[src/design/pwm_event_pkg.sv]
// Package with modes, widths, field layouts and register map of the event router.
package pwm_event_pkg;

    localparam int CNT_W = 16;
    localparam int DT_W = 10;
    localparam int NUM_CMP = 6;
    localparam int SEL_W = 6;

    // ------------------------------------------------------------
    // Operating modes
    // ------------------------------------------------------------
    typedef enum logic [3:0] {
        MODE_INTERVAL = 4'h0,
        MODE_EXT_EVENT = 4'h1,
        MODE_EXT_TRIG = 4'h2,
        MODE_ONE_SHOT = 4'h3,
        MODE_PWM = 4'h4,
        MODE_FREE_RUN = 4'h5,
        MODE_PULSE_MEAS = 4'h6,
        MODE_TRI_PWM = 4'h7,
        MODE_HA_TPWM = 4'h8,
        MODE_DT_PWM = 4'h9
    } timer_mode_e;

    // ------------------------------------------------------------
    // Trigger select field layout
    // ------------------------------------------------------------
    localparam int SEL_PEAK_BIT = 2;
    localparam int SEL_CC4_BIT = 3;
    localparam int SEL_CC5_BIT = 4;

    // ------------------------------------------------------------
    // Counter state carried from the counter core
    // ------------------------------------------------------------
    typedef struct packed {
        logic [CNT_W-1:0] count;
        logic down;
        logic peak_turn;
        logic valley_turn;
        logic overflow;
        logic error;
    } counter_state_s;

    typedef struct packed {
        logic [CNT_W-1:0] cycle_compare_reg;
        logic [CNT_W-1:0] first_dead_time;
        logic [CNT_W-1:0] second_dead_time;
    } cycle_setting_s;

    // ------------------------------------------------------------
    // AXI4-Lite register map
    // ------------------------------------------------------------
    localparam logic [7:0] ADDR_CTRL = 8'h00;
    localparam logic [7:0] ADDR_STATUS = 8'h04;
    localparam logic [7:0] ADDR_MASK = 8'h08;
    localparam logic [7:0] ADDR_TRIG_SEL = 8'h0C;
    localparam logic [7:0] ADDR_PIN = 8'h10;

    localparam int CTRL_MODE_LSB = 0;
    localparam int CTRL_MODE_W = 4;
    localparam int TRIG_B_LSB = 8;

    localparam int EV_W = 12;
    localparam int EV_CC0 = 0;
    localparam int EV_PEAK = 6;
    localparam int EV_VALLEY = 7;
    localparam int EV_OVF = 8;
    localparam int EV_ERR = 9;
    localparam int EV_TRIG_A = 10;
    localparam int EV_TRIG_B = 11;

    localparam logic [1:0] RESP_OKAY = 2'h0;
    localparam logic [1:0] RESP_SLVERR = 2'h2;

endpackage

[src/design/adc_trigger_ctrl.sv]
// One A/D start trigger controller: ORs the selected event sources.
module adc_trigger_ctrl
    import pwm_event_pkg::*;
(
    input wire logic sys_clk,
    input wire logic rst_n,
    input wire logic enable,
    input wire logic [SEL_W-1:0] select,
    input wire logic peak_ev,
    input wire logic cc4_ev,
    input wire logic cc5_ev,
    output logic trigger
);

    logic next_trigger;

    always_comb begin
        next_trigger = enable & ((select[SEL_PEAK_BIT] & peak_ev) |
                                 (select[SEL_CC4_BIT] & cc4_ev) |
                                 (select[SEL_CC5_BIT] & cc5_ev));
    end

    always_ff @(posedge sys_clk or negedge rst_n) begin
        if (!rst_n) begin
            trigger <= 1'b0;
        end else begin
            trigger <= next_trigger;
        end
    end

endmodule

[src/design/pwm_timer_event_routing.sv]
// Event, interrupt and A/D trigger routing of the multi-mode PWM timer.
module pwm_timer_event_routing
    import pwm_event_pkg::*;
(
    input wire logic sys_clk,
    input wire logic rst_n,
    input wire counter_state_s cnt_state,
    input wire cycle_setting_s cycle_set,
    input wire logic [NUM_CMP*CNT_W-1:0] duty_compare_reg,
    input wire logic thin_peak_pass,
    input wire logic thin_valley_pass,
    input wire logic [5:0] s_axi_awaddr,
    input wire logic s_axi_awvalid,
    output logic s_axi_awready,
    input wire logic [31:0] s_axi_wdata,
    input wire logic [3:0] s_axi_wstrb,
    input wire logic s_axi_wvalid,
    output logic s_axi_wready,
    output logic [1:0] s_axi_bresp,
    output logic s_axi_bvalid,
    input wire logic s_axi_bready,
    input wire logic [5:0] s_axi_araddr,
    input wire logic s_axi_arvalid,
    output logic s_axi_arready,
    output logic [31:0] s_axi_rdata,
    output logic [1:0] s_axi_rresp,
    output logic s_axi_rvalid,
    input wire logic s_axi_rready,
    output logic [NUM_CMP-1:0] match_irq,
    output logic peak_irq,
    output logic valley_irq,
    output logic overflow_irq,
    output logic error_irq,
    output logic adc_start_trigger_a,
    output logic adc_start_trigger_b,
    output logic adc_trigger_pulse_pin,
    output logic irq
);

    // ------------------------------------------------------------
    // Configuration registers
    // ------------------------------------------------------------
    timer_mode_e mode;
    logic [SEL_W-1:0] trigger_a_select;
    logic [SEL_W-1:0] trigger_b_select;
    logic [EV_W-1:0] status;
    logic [EV_W-1:0] mask;

    logic pwm_family;
    logic tri_mode;
    logic saw_mode;
    logic [NUM_CMP-1:0] raw_match;
    logic [NUM_CMP-1:0] next_match;
    logic next_peak;
    logic next_valley;
    logic next_ovf;
    logic next_err;
    logic [CNT_W-1:0] cyc;
    logic [CNT_W-1:0] dt0;
    logic [CNT_W-1:0] dt1;
    logic [CNT_W:0] upper_ha;
    logic [CNT_W:0] upper_dt;

    assign cyc = cycle_set.cycle_compare_reg;
    assign dt0 = cycle_set.first_dead_time;
    assign dt1 = cycle_set.second_dead_time;
    assign upper_ha = {1'b0, cyc} - {1'b0, dt1};
    assign upper_dt = {1'b0, cyc} + {1'b0, dt0};

    always_comb begin
        pwm_family = (mode == MODE_PWM) || (mode == MODE_TRI_PWM) ||
                     (mode == MODE_HA_TPWM) || (mode == MODE_DT_PWM);
        tri_mode = (mode == MODE_TRI_PWM) || (mode == MODE_HA_TPWM);
        saw_mode = (mode == MODE_PWM) || (mode == MODE_DT_PWM);
    end

    // ------------------------------------------------------------
    // Compare match generation
    // ------------------------------------------------------------
    genvar gi;
    generate
        for (gi = 0; gi < NUM_CMP; gi++) begin : g_match
            logic [CNT_W-1:0] cv;
            logic ha_block;
            logic dt_block;
            assign cv = duty_compare_reg[gi*CNT_W +: CNT_W];
            assign raw_match[gi] = (cnt_state.count == cv);
            if (gi == 0) begin : g_cycle
                assign ha_block = (dt1 != '0);
                assign dt_block = 1'b0;
            end else begin : g_duty
                assign ha_block = (cv < dt0) ||
                                  ({1'b0, cv} > upper_ha && cv <= cyc);
                assign dt_block = (cv > cyc) && ({1'b0, cv} <= upper_dt);
            end
            always_comb begin
                next_match[gi] = raw_match[gi];
                if (mode == MODE_HA_TPWM && ha_block) begin
                    next_match[gi] = 1'b0;
                end
                if (mode == MODE_DT_PWM && dt_block) begin
                    next_match[gi] = 1'b0;
                end
            end
        end
    endgenerate

    // ------------------------------------------------------------
    // Peak, valley, overflow and error
    // ------------------------------------------------------------
    always_comb begin
        next_peak = 1'b0;
        next_valley = 1'b0;
        if (tri_mode) begin
            next_peak = cnt_state.peak_turn & thin_peak_pass;
            next_valley = cnt_state.valley_turn & thin_valley_pass;
        end else if (saw_mode) begin
            next_peak = raw_match[0] & thin_peak_pass;
        end
        next_peak = next_peak & pwm_family;
        next_ovf = 1'b0;
        case (mode)
            MODE_FREE_RUN, MODE_PULSE_MEAS: next_ovf = cnt_state.overflow;
            MODE_HA_TPWM: next_ovf = cnt_state.overflow ||
                                     ({1'b0, dt0} > upper_ha) || (dt1 > cyc);
            default: next_ovf = 1'b0;
        endcase
        next_err = pwm_family & cnt_state.error;
    end

    always_ff @(posedge sys_clk or negedge rst_n) begin
        if (!rst_n) begin
            match_irq <= '0;
            peak_irq <= 1'b0;
            valley_irq <= 1'b0;
            overflow_irq <= 1'b0;
            error_irq <= 1'b0;
        end else begin
            match_irq <= next_match;
            peak_irq <= next_peak;
            valley_irq <= next_valley;
            overflow_irq <= next_ovf;
            error_irq <= next_err;
        end
    end

    // ------------------------------------------------------------
    // A/D trigger controllers and pulse pin
    // ------------------------------------------------------------
    adc_trigger_ctrl u_trig_a (
        .sys_clk(sys_clk),
        .rst_n(rst_n),
        .enable(pwm_family),
        .select(trigger_a_select),
        .peak_ev(next_peak),
        .cc4_ev(next_match[4]),
        .cc5_ev(next_match[5]),
        .trigger(adc_start_trigger_a)
    );

    adc_trigger_ctrl u_trig_b (
        .sys_clk(sys_clk),
        .rst_n(rst_n),
        .enable(pwm_family),
        .select(trigger_b_select),
        .peak_ev(next_peak),
        .cc4_ev(next_match[4]),
        .cc5_ev(next_match[5]),
        .trigger(adc_start_trigger_b)
    );

    // The pin follows the trigger pulses one cycle later; clear wins a tie.
    always_ff @(posedge sys_clk or negedge rst_n) begin
        if (!rst_n) begin
            adc_trigger_pulse_pin <= 1'b0;
        end else if (adc_start_trigger_b) begin
            adc_trigger_pulse_pin <= 1'b0;
        end else if (adc_start_trigger_a) begin
            adc_trigger_pulse_pin <= 1'b1;
        end
    end

    // ------------------------------------------------------------
    // Interrupt status
    // ------------------------------------------------------------
    logic [EV_W-1:0] events;
    logic wr_fire;
    logic [5:0] aw_hold;
    logic [31:0] w_hold;
    logic [3:0] strb_hold;
    logic aw_have;
    logic w_have;
    logic [EV_W-1:0] w1c;

    assign events = {adc_start_trigger_b, adc_start_trigger_a, error_irq, overflow_irq,
                     valley_irq, peak_irq, match_irq};
    assign wr_fire = aw_have && w_have && !s_axi_bvalid;
    assign w1c = (wr_fire && aw_hold == ADDR_STATUS[5:0]) ? w_hold[EV_W-1:0] : '0;

    always_ff @(posedge sys_clk or negedge rst_n) begin
        if (!rst_n) begin
            status <= '0;
        end else begin
            status <= (status & ~w1c) | events;
        end
    end

    assign irq = |(status & mask);

    // ------------------------------------------------------------
    // AXI4-Lite slave
    // ------------------------------------------------------------
    assign s_axi_awready = !aw_have;
    assign s_axi_wready = !w_have;

    always_ff @(posedge sys_clk or negedge rst_n) begin
        if (!rst_n) begin
            aw_have <= 1'b0;
            w_have <= 1'b0;
            aw_hold <= '0;
            w_hold <= '0;
            strb_hold <= '0;
            s_axi_bvalid <= 1'b0;
            s_axi_bresp <= RESP_OKAY;
        end else begin
            if (s_axi_awvalid && s_axi_awready) begin
                aw_have <= 1'b1;
                aw_hold <= s_axi_awaddr;
            end
            if (s_axi_wvalid && s_axi_wready) begin
                w_have <= 1'b1;
                w_hold <= s_axi_wdata;
                strb_hold <= s_axi_wstrb;
            end
            if (wr_fire) begin
                aw_have <= 1'b0;
                w_have <= 1'b0;
                s_axi_bvalid <= 1'b1;
                case (aw_hold)
                    ADDR_CTRL[5:0], ADDR_STATUS[5:0], ADDR_MASK[5:0],
                    ADDR_TRIG_SEL[5:0], ADDR_PIN[5:0]: s_axi_bresp <= RESP_OKAY;
                    default: s_axi_bresp <= RESP_SLVERR;
                endcase
            end else if (s_axi_bvalid && s_axi_bready) begin
                s_axi_bvalid <= 1'b0;
            end
        end
    end

    // Byte strobes are honoured only for the mode field (lane 0); fields span at most the low two lanes.
    always_ff @(posedge sys_clk or negedge rst_n) begin
        if (!rst_n) begin
            mode <= MODE_INTERVAL;
            mask <= '0;
            trigger_a_select <= '0;
            trigger_b_select <= '0;
        end else if (wr_fire) begin
            case (aw_hold)
                ADDR_CTRL[5:0]: begin
                    if (strb_hold[0]) begin
                        mode <= timer_mode_e'(w_hold[CTRL_MODE_LSB +: CTRL_MODE_W]);
                    end
                end
                ADDR_MASK[5:0]: begin
                    mask <= w_hold[EV_W-1:0];
                end
                ADDR_TRIG_SEL[5:0]: begin
                    trigger_a_select <= w_hold[SEL_W-1:0];
                    trigger_b_select <= w_hold[TRIG_B_LSB +: SEL_W];
                end
                default: begin
                end
            endcase
        end
    end

    assign s_axi_arready = !s_axi_rvalid;

    always_ff @(posedge sys_clk or negedge rst_n) begin
        if (!rst_n) begin
            s_axi_rvalid <= 1'b0;
            s_axi_rdata <= '0;
            s_axi_rresp <= RESP_OKAY;
        end else if (s_axi_arvalid && s_axi_arready) begin
            s_axi_rvalid <= 1'b1;
            s_axi_rresp <= RESP_OKAY;
            case (s_axi_araddr)
                ADDR_CTRL[5:0]: s_axi_rdata <= 32'(mode);
                ADDR_STATUS[5:0]: s_axi_rdata <= 32'(status);
                ADDR_MASK[5:0]: s_axi_rdata <= 32'(mask);
                ADDR_TRIG_SEL[5:0]: s_axi_rdata <= 32'({trigger_b_select, 2'h0,
                                                        trigger_a_select});
                ADDR_PIN[5:0]: s_axi_rdata <= 32'(adc_trigger_pulse_pin);
                default: begin
                    s_axi_rdata <= '0;
                    s_axi_rresp <= RESP_SLVERR;
                end
            endcase
        end else if (s_axi_rvalid && s_axi_rready) begin
            s_axi_rvalid <= 1'b0;
        end
    end
endmodule

[config.mk]
export PLATFORM = sky130hd
export DESIGN_NAME = pwm_timer_event_routing
export DESIGN_NICKNAME = d
export VERILOG_FILES = /design/src/design/pwm_event_pkg.sv /design/src/design/adc_trigger_ctrl.sv /design/src/design/pwm_timer_event_routing.sv
export SDC_FILE = /design/constraint.sdc
export NUM_CORES = 1
export LEC_CHECK = 0
export ABC_AREA = 0
export BUFFER_PORTS_ARGS = -buffer_cell sky130_fd_sc_hd__buf_2
export CORE_AREA = 5 5 220 222
export CTS_CLUSTER_DIAMETER = 200
export DETAILED_ROUTE_END_ITERATION = 16
export DIE_AREA = 0 0 225 227
export HOLD_SLACK_MARGIN = 0.03
export PLACE_DENSITY_LB_ADDON = 0.05
export SYNTH_ARGS = -nofsm -noshare
export SYNTH_HDL_FRONTEND = slang
export SYNTH_SLANG_ARGS = --single-unit
[constraint.sdc]
create_clock -name sys_clk -period 2.4 [get_ports sys_clk]
set_input_delay 0.24 -clock sys_clk [delete_from_list [all_inputs] [get_ports sys_clk]]
set_output_delay 0.24 -clock sys_clk [all_outputs]
set_load 0.05 [all_outputs]
==> metrics.csv <==
metric;value;unit
Clock Skews;0.00550;ns
final setup fails;8;
Post-Route M1 WL;29900;um
unrepaired setup endpoints after global routing;yes;
share of the synthesized area in the top cell type;31.2;%
Netlist cell types;79;
CP Data Required Time;2.68;ns
PD cells;545;nW/um2
WP buf/inv;1;
relative max-transition margin;50.9;%
Port Buf Inserts;234;
area grow syn2layout;41.8;%
ant diodes;0;
Yosys warnings;0;
cell taking the most area after synthesis;ha_1;
Critical Path Sink Type;flop;
H-tree depth;3;
final setup margin;-1.44;ns
Worst path slowest cell;or4b_1;
first-pass GRT wire length;94400;um
max-slew violation count;0;
actual slew at the worst max-slew pin;0.737;ns
WL/cell;23.6;um
Max VDD drop;0.491;mV
cell area after synthesis;14100;um2
Primary FF master, synth;dfrtp_1;
length of routed met3 wiring;3810;um
Detail Route Antenna Nets;0;
die height;227;um
Hold Fails Final Rpt;0;
nets@finish;2771;
final global-route overflow total;0;
failing checks;setup timing;
largest net degree at the start of global routing;42;
share of layout cells above drive strength 1;37.2;%
die area;51100;um2
crit path time final;3.84;ns
Lkg Pwr;10.2;nW
Fmax;261;MHz
Synth area leaders;ha_1 (31%), dfrtp_1 (17%), xnor2_1 (4.8%);
startpoint types;input pin;
Initial DRC Count;946;
Initial Util;30.6;%
chip width;225;um
drt drc;0;
CTS Sinks;94;
Cell Rows;79;
Clock Tree Buf Depth;2;
non-filler cells, final;2807;
clock slew seen by the registers of the worst setup and hold paths;0.07;ns
final wirelength;66300;um
outcome;finished, violations left;
crit path DAT;4.11;ns
TritonCTS clock tree;yes;
clock root buffer;clkbuf_16;
vias in the first global route;14433;
critical-path maximum fanout;3;
Crit path largest cell delay;0.53;ns
Layout fillers;4714;
Final TNS setup;-10.13;ns
TritonCTS Buffers;9;
routed vias;14504;
initial antenna violation count;0;
Final period util;160;%
Via density;5.17;
met2 WL;30200;um
HP Class;input pin to flop;
Synth Instances;1566;
critical-path cell list;buf_8, ha_4, fa_2, a211oi_2, o21bai_1, o31a_1, a41o_1, o41ai_4, nor2_1, o21ai_1, nand2b_1, xnor2_4, ha_4, nand4_1, nor4_2, a21oi_1, o21a_1, a211oi_2, or4b_1, o211ai_2;
number of synthesized flops with an enable pin;0;
DR top layer;met4;
Syn Area/Cell;9.01;um2
Clock Latency Late Sink;0.35;ns
placed cell count;2783;
io pins;277;
drt pass-1 iters;5;
MaxCap Viol Count;0;
sequential area share after synthesis;16.7;%
GPL Wtd Cong;0.948;
total core area;46200;um2
Setup WS pre-CTS;-1.96;ns
Async SR Flop Fraction;100;%
flops & latches, synth;94;
Worst Path Class, Setup;input pin to flop;
dpl hpwl;58500;um
total track usage;25.1;%
family with the most delay on the worst path;compound AO/OA/AOI/OAI gates;
==> cell families after synthesis <==
group / share of synthesized area [%]
compound gates: 19.7
xor+xnor: 8.05
fa+ha+maj: 32.0
buf+inv: 4.09
flops: 16.7
mux: 5.09
other cells: 0.0266
simple gates: 14.4
==> power breakdown <==
part           total (mW)  leakage (nW)  switching, mW  internal [mW]
Clock                1.60         0.162          0.628          0.970
Combinational        6.89          8.81           3.71           3.18
Sequential           2.41          1.23          0.378           2.03
==> synthesized netlist by cell type, drive strengths merged, types with 31 or more instances <==
library cell	n
nor2	61
dfrtp	94
nand2	73
xor2	49
nor2b	35
mux2	56
ha	352
inv	81
nand4	66
xnor2	78
nand3	31
a21o	64
o21ai	80
a21oi	95
==> metal layers <==
layer	track usage, %	vias to the layer above
met1	33.7	6783
met2	41.6	434
met5	0	-
li1	-	7185
met3	4.00	102
met4	7.97	0
==> layout make-up <==
type / count / area (um2) / share of cell area, %
Multi-Input combinational cell: 1358 / 11800 / 58.9
Timing Repair Buffer: 651 / 4460 / 22.3
Sequential cell: 94 / 2350 / 11.8
Tap cell: 607 / 759 / 3.80
Inverter: 81 / 317 / 1.58
Clock buffer: 11 / 253 / 1.26
Clock inverter: 5 / 81.3 / 0.407
==> per-stage QoR <==
| step | power, mW | utilization [%] | area, um2 | hold slack, ns |
|---|---|---|---|---|
| after floorplan | 5.81 | - | 14300 | -0.0556 |
| after global placement | 8.96 | 41.6 | 19200 | 0.219 |
| after detailed placement | 8.99 | 41.6 | 19200 | 0.210 |
| after CTS | 10.8 | 42.9 | 19800 | 0.0473 |
| after global routing | 11.7 | 43.3 | 20000 | 0.0609 |
| final | 10.9 | 43.3 | 20000 | 0.0642 |
==> state kept, by name, indices dropped and copies added, names as in the netlist, 4 cells and up <==
| name | cells |
|---|---|
| aw_hold | 6 |
| mask | 12 |
| match_irq | 6 |
| mode | 4 |
| s_axi_rdata | 14 |
| status | 12 |
| trigger_a_select | 6 |
| trigger_b_select | 6 |
| w_hold | 14 |
==> worst paths after layout <==
| kind | start | endpoint | cells after the start | slack [ns] |
|---|---|---|---|---|
| min | s_axi_bready | s_axi_bvalid | 2 | 0.06 |
| max reg2reg | mode[2] | u_trig_a.trigger | 8 | 0.20 |
| max in group asynchronous | rst_n | mask[10] | 3 | 1.34 |
| max | cycle_set[32] | u_trig_a.trigger | 20 | -1.44 |
| min in group asynchronous | rst_n | w_have | 2 | 0.37 |
| min reg2reg | overflow_irq | status[8] | 1 | 0.47 |
==> layout by cell type (no fill, tap or decap), drive strengths merged, types with 12 or more instances in the layout <==
cell and n:
and3 12, inv 81, nand3 31, xor2 49, ha 352, nor3 19, buf 650, xnor2 78
a21o 64, nor2b 35, o21ai 80, nand2b 28, conb 20, a211oi 13, a21oi 95, dfrtp 94
nand4 66, o211ai 16, nand2 73, nor2 61, o21a 29, nor4 28, mux2 56
==> worst reg2reg max path, cell delays in order, from the launching register on <==
cell and delay [ns]:
dfrtp_1 0.38, nor3b_1 0.27, buf_4 0.17, nand2b_1 0.07, nor2_1 0.10, o211ai_1 0.17, o21ai_0 0.61, or4b_1 0.23
o211ai_2 0.09
==> what timing repair did <==
action | CTS | global route
pin swaps | 48 | 16
hold buffers | 1 | 0
setup endpoints to repair | 8 | 8
endpoints found under the hold margin | 29 | 0
resized for setup | 53 | 31
buffers inserted | 5 | 4
(Power assumes the default switching activity.)
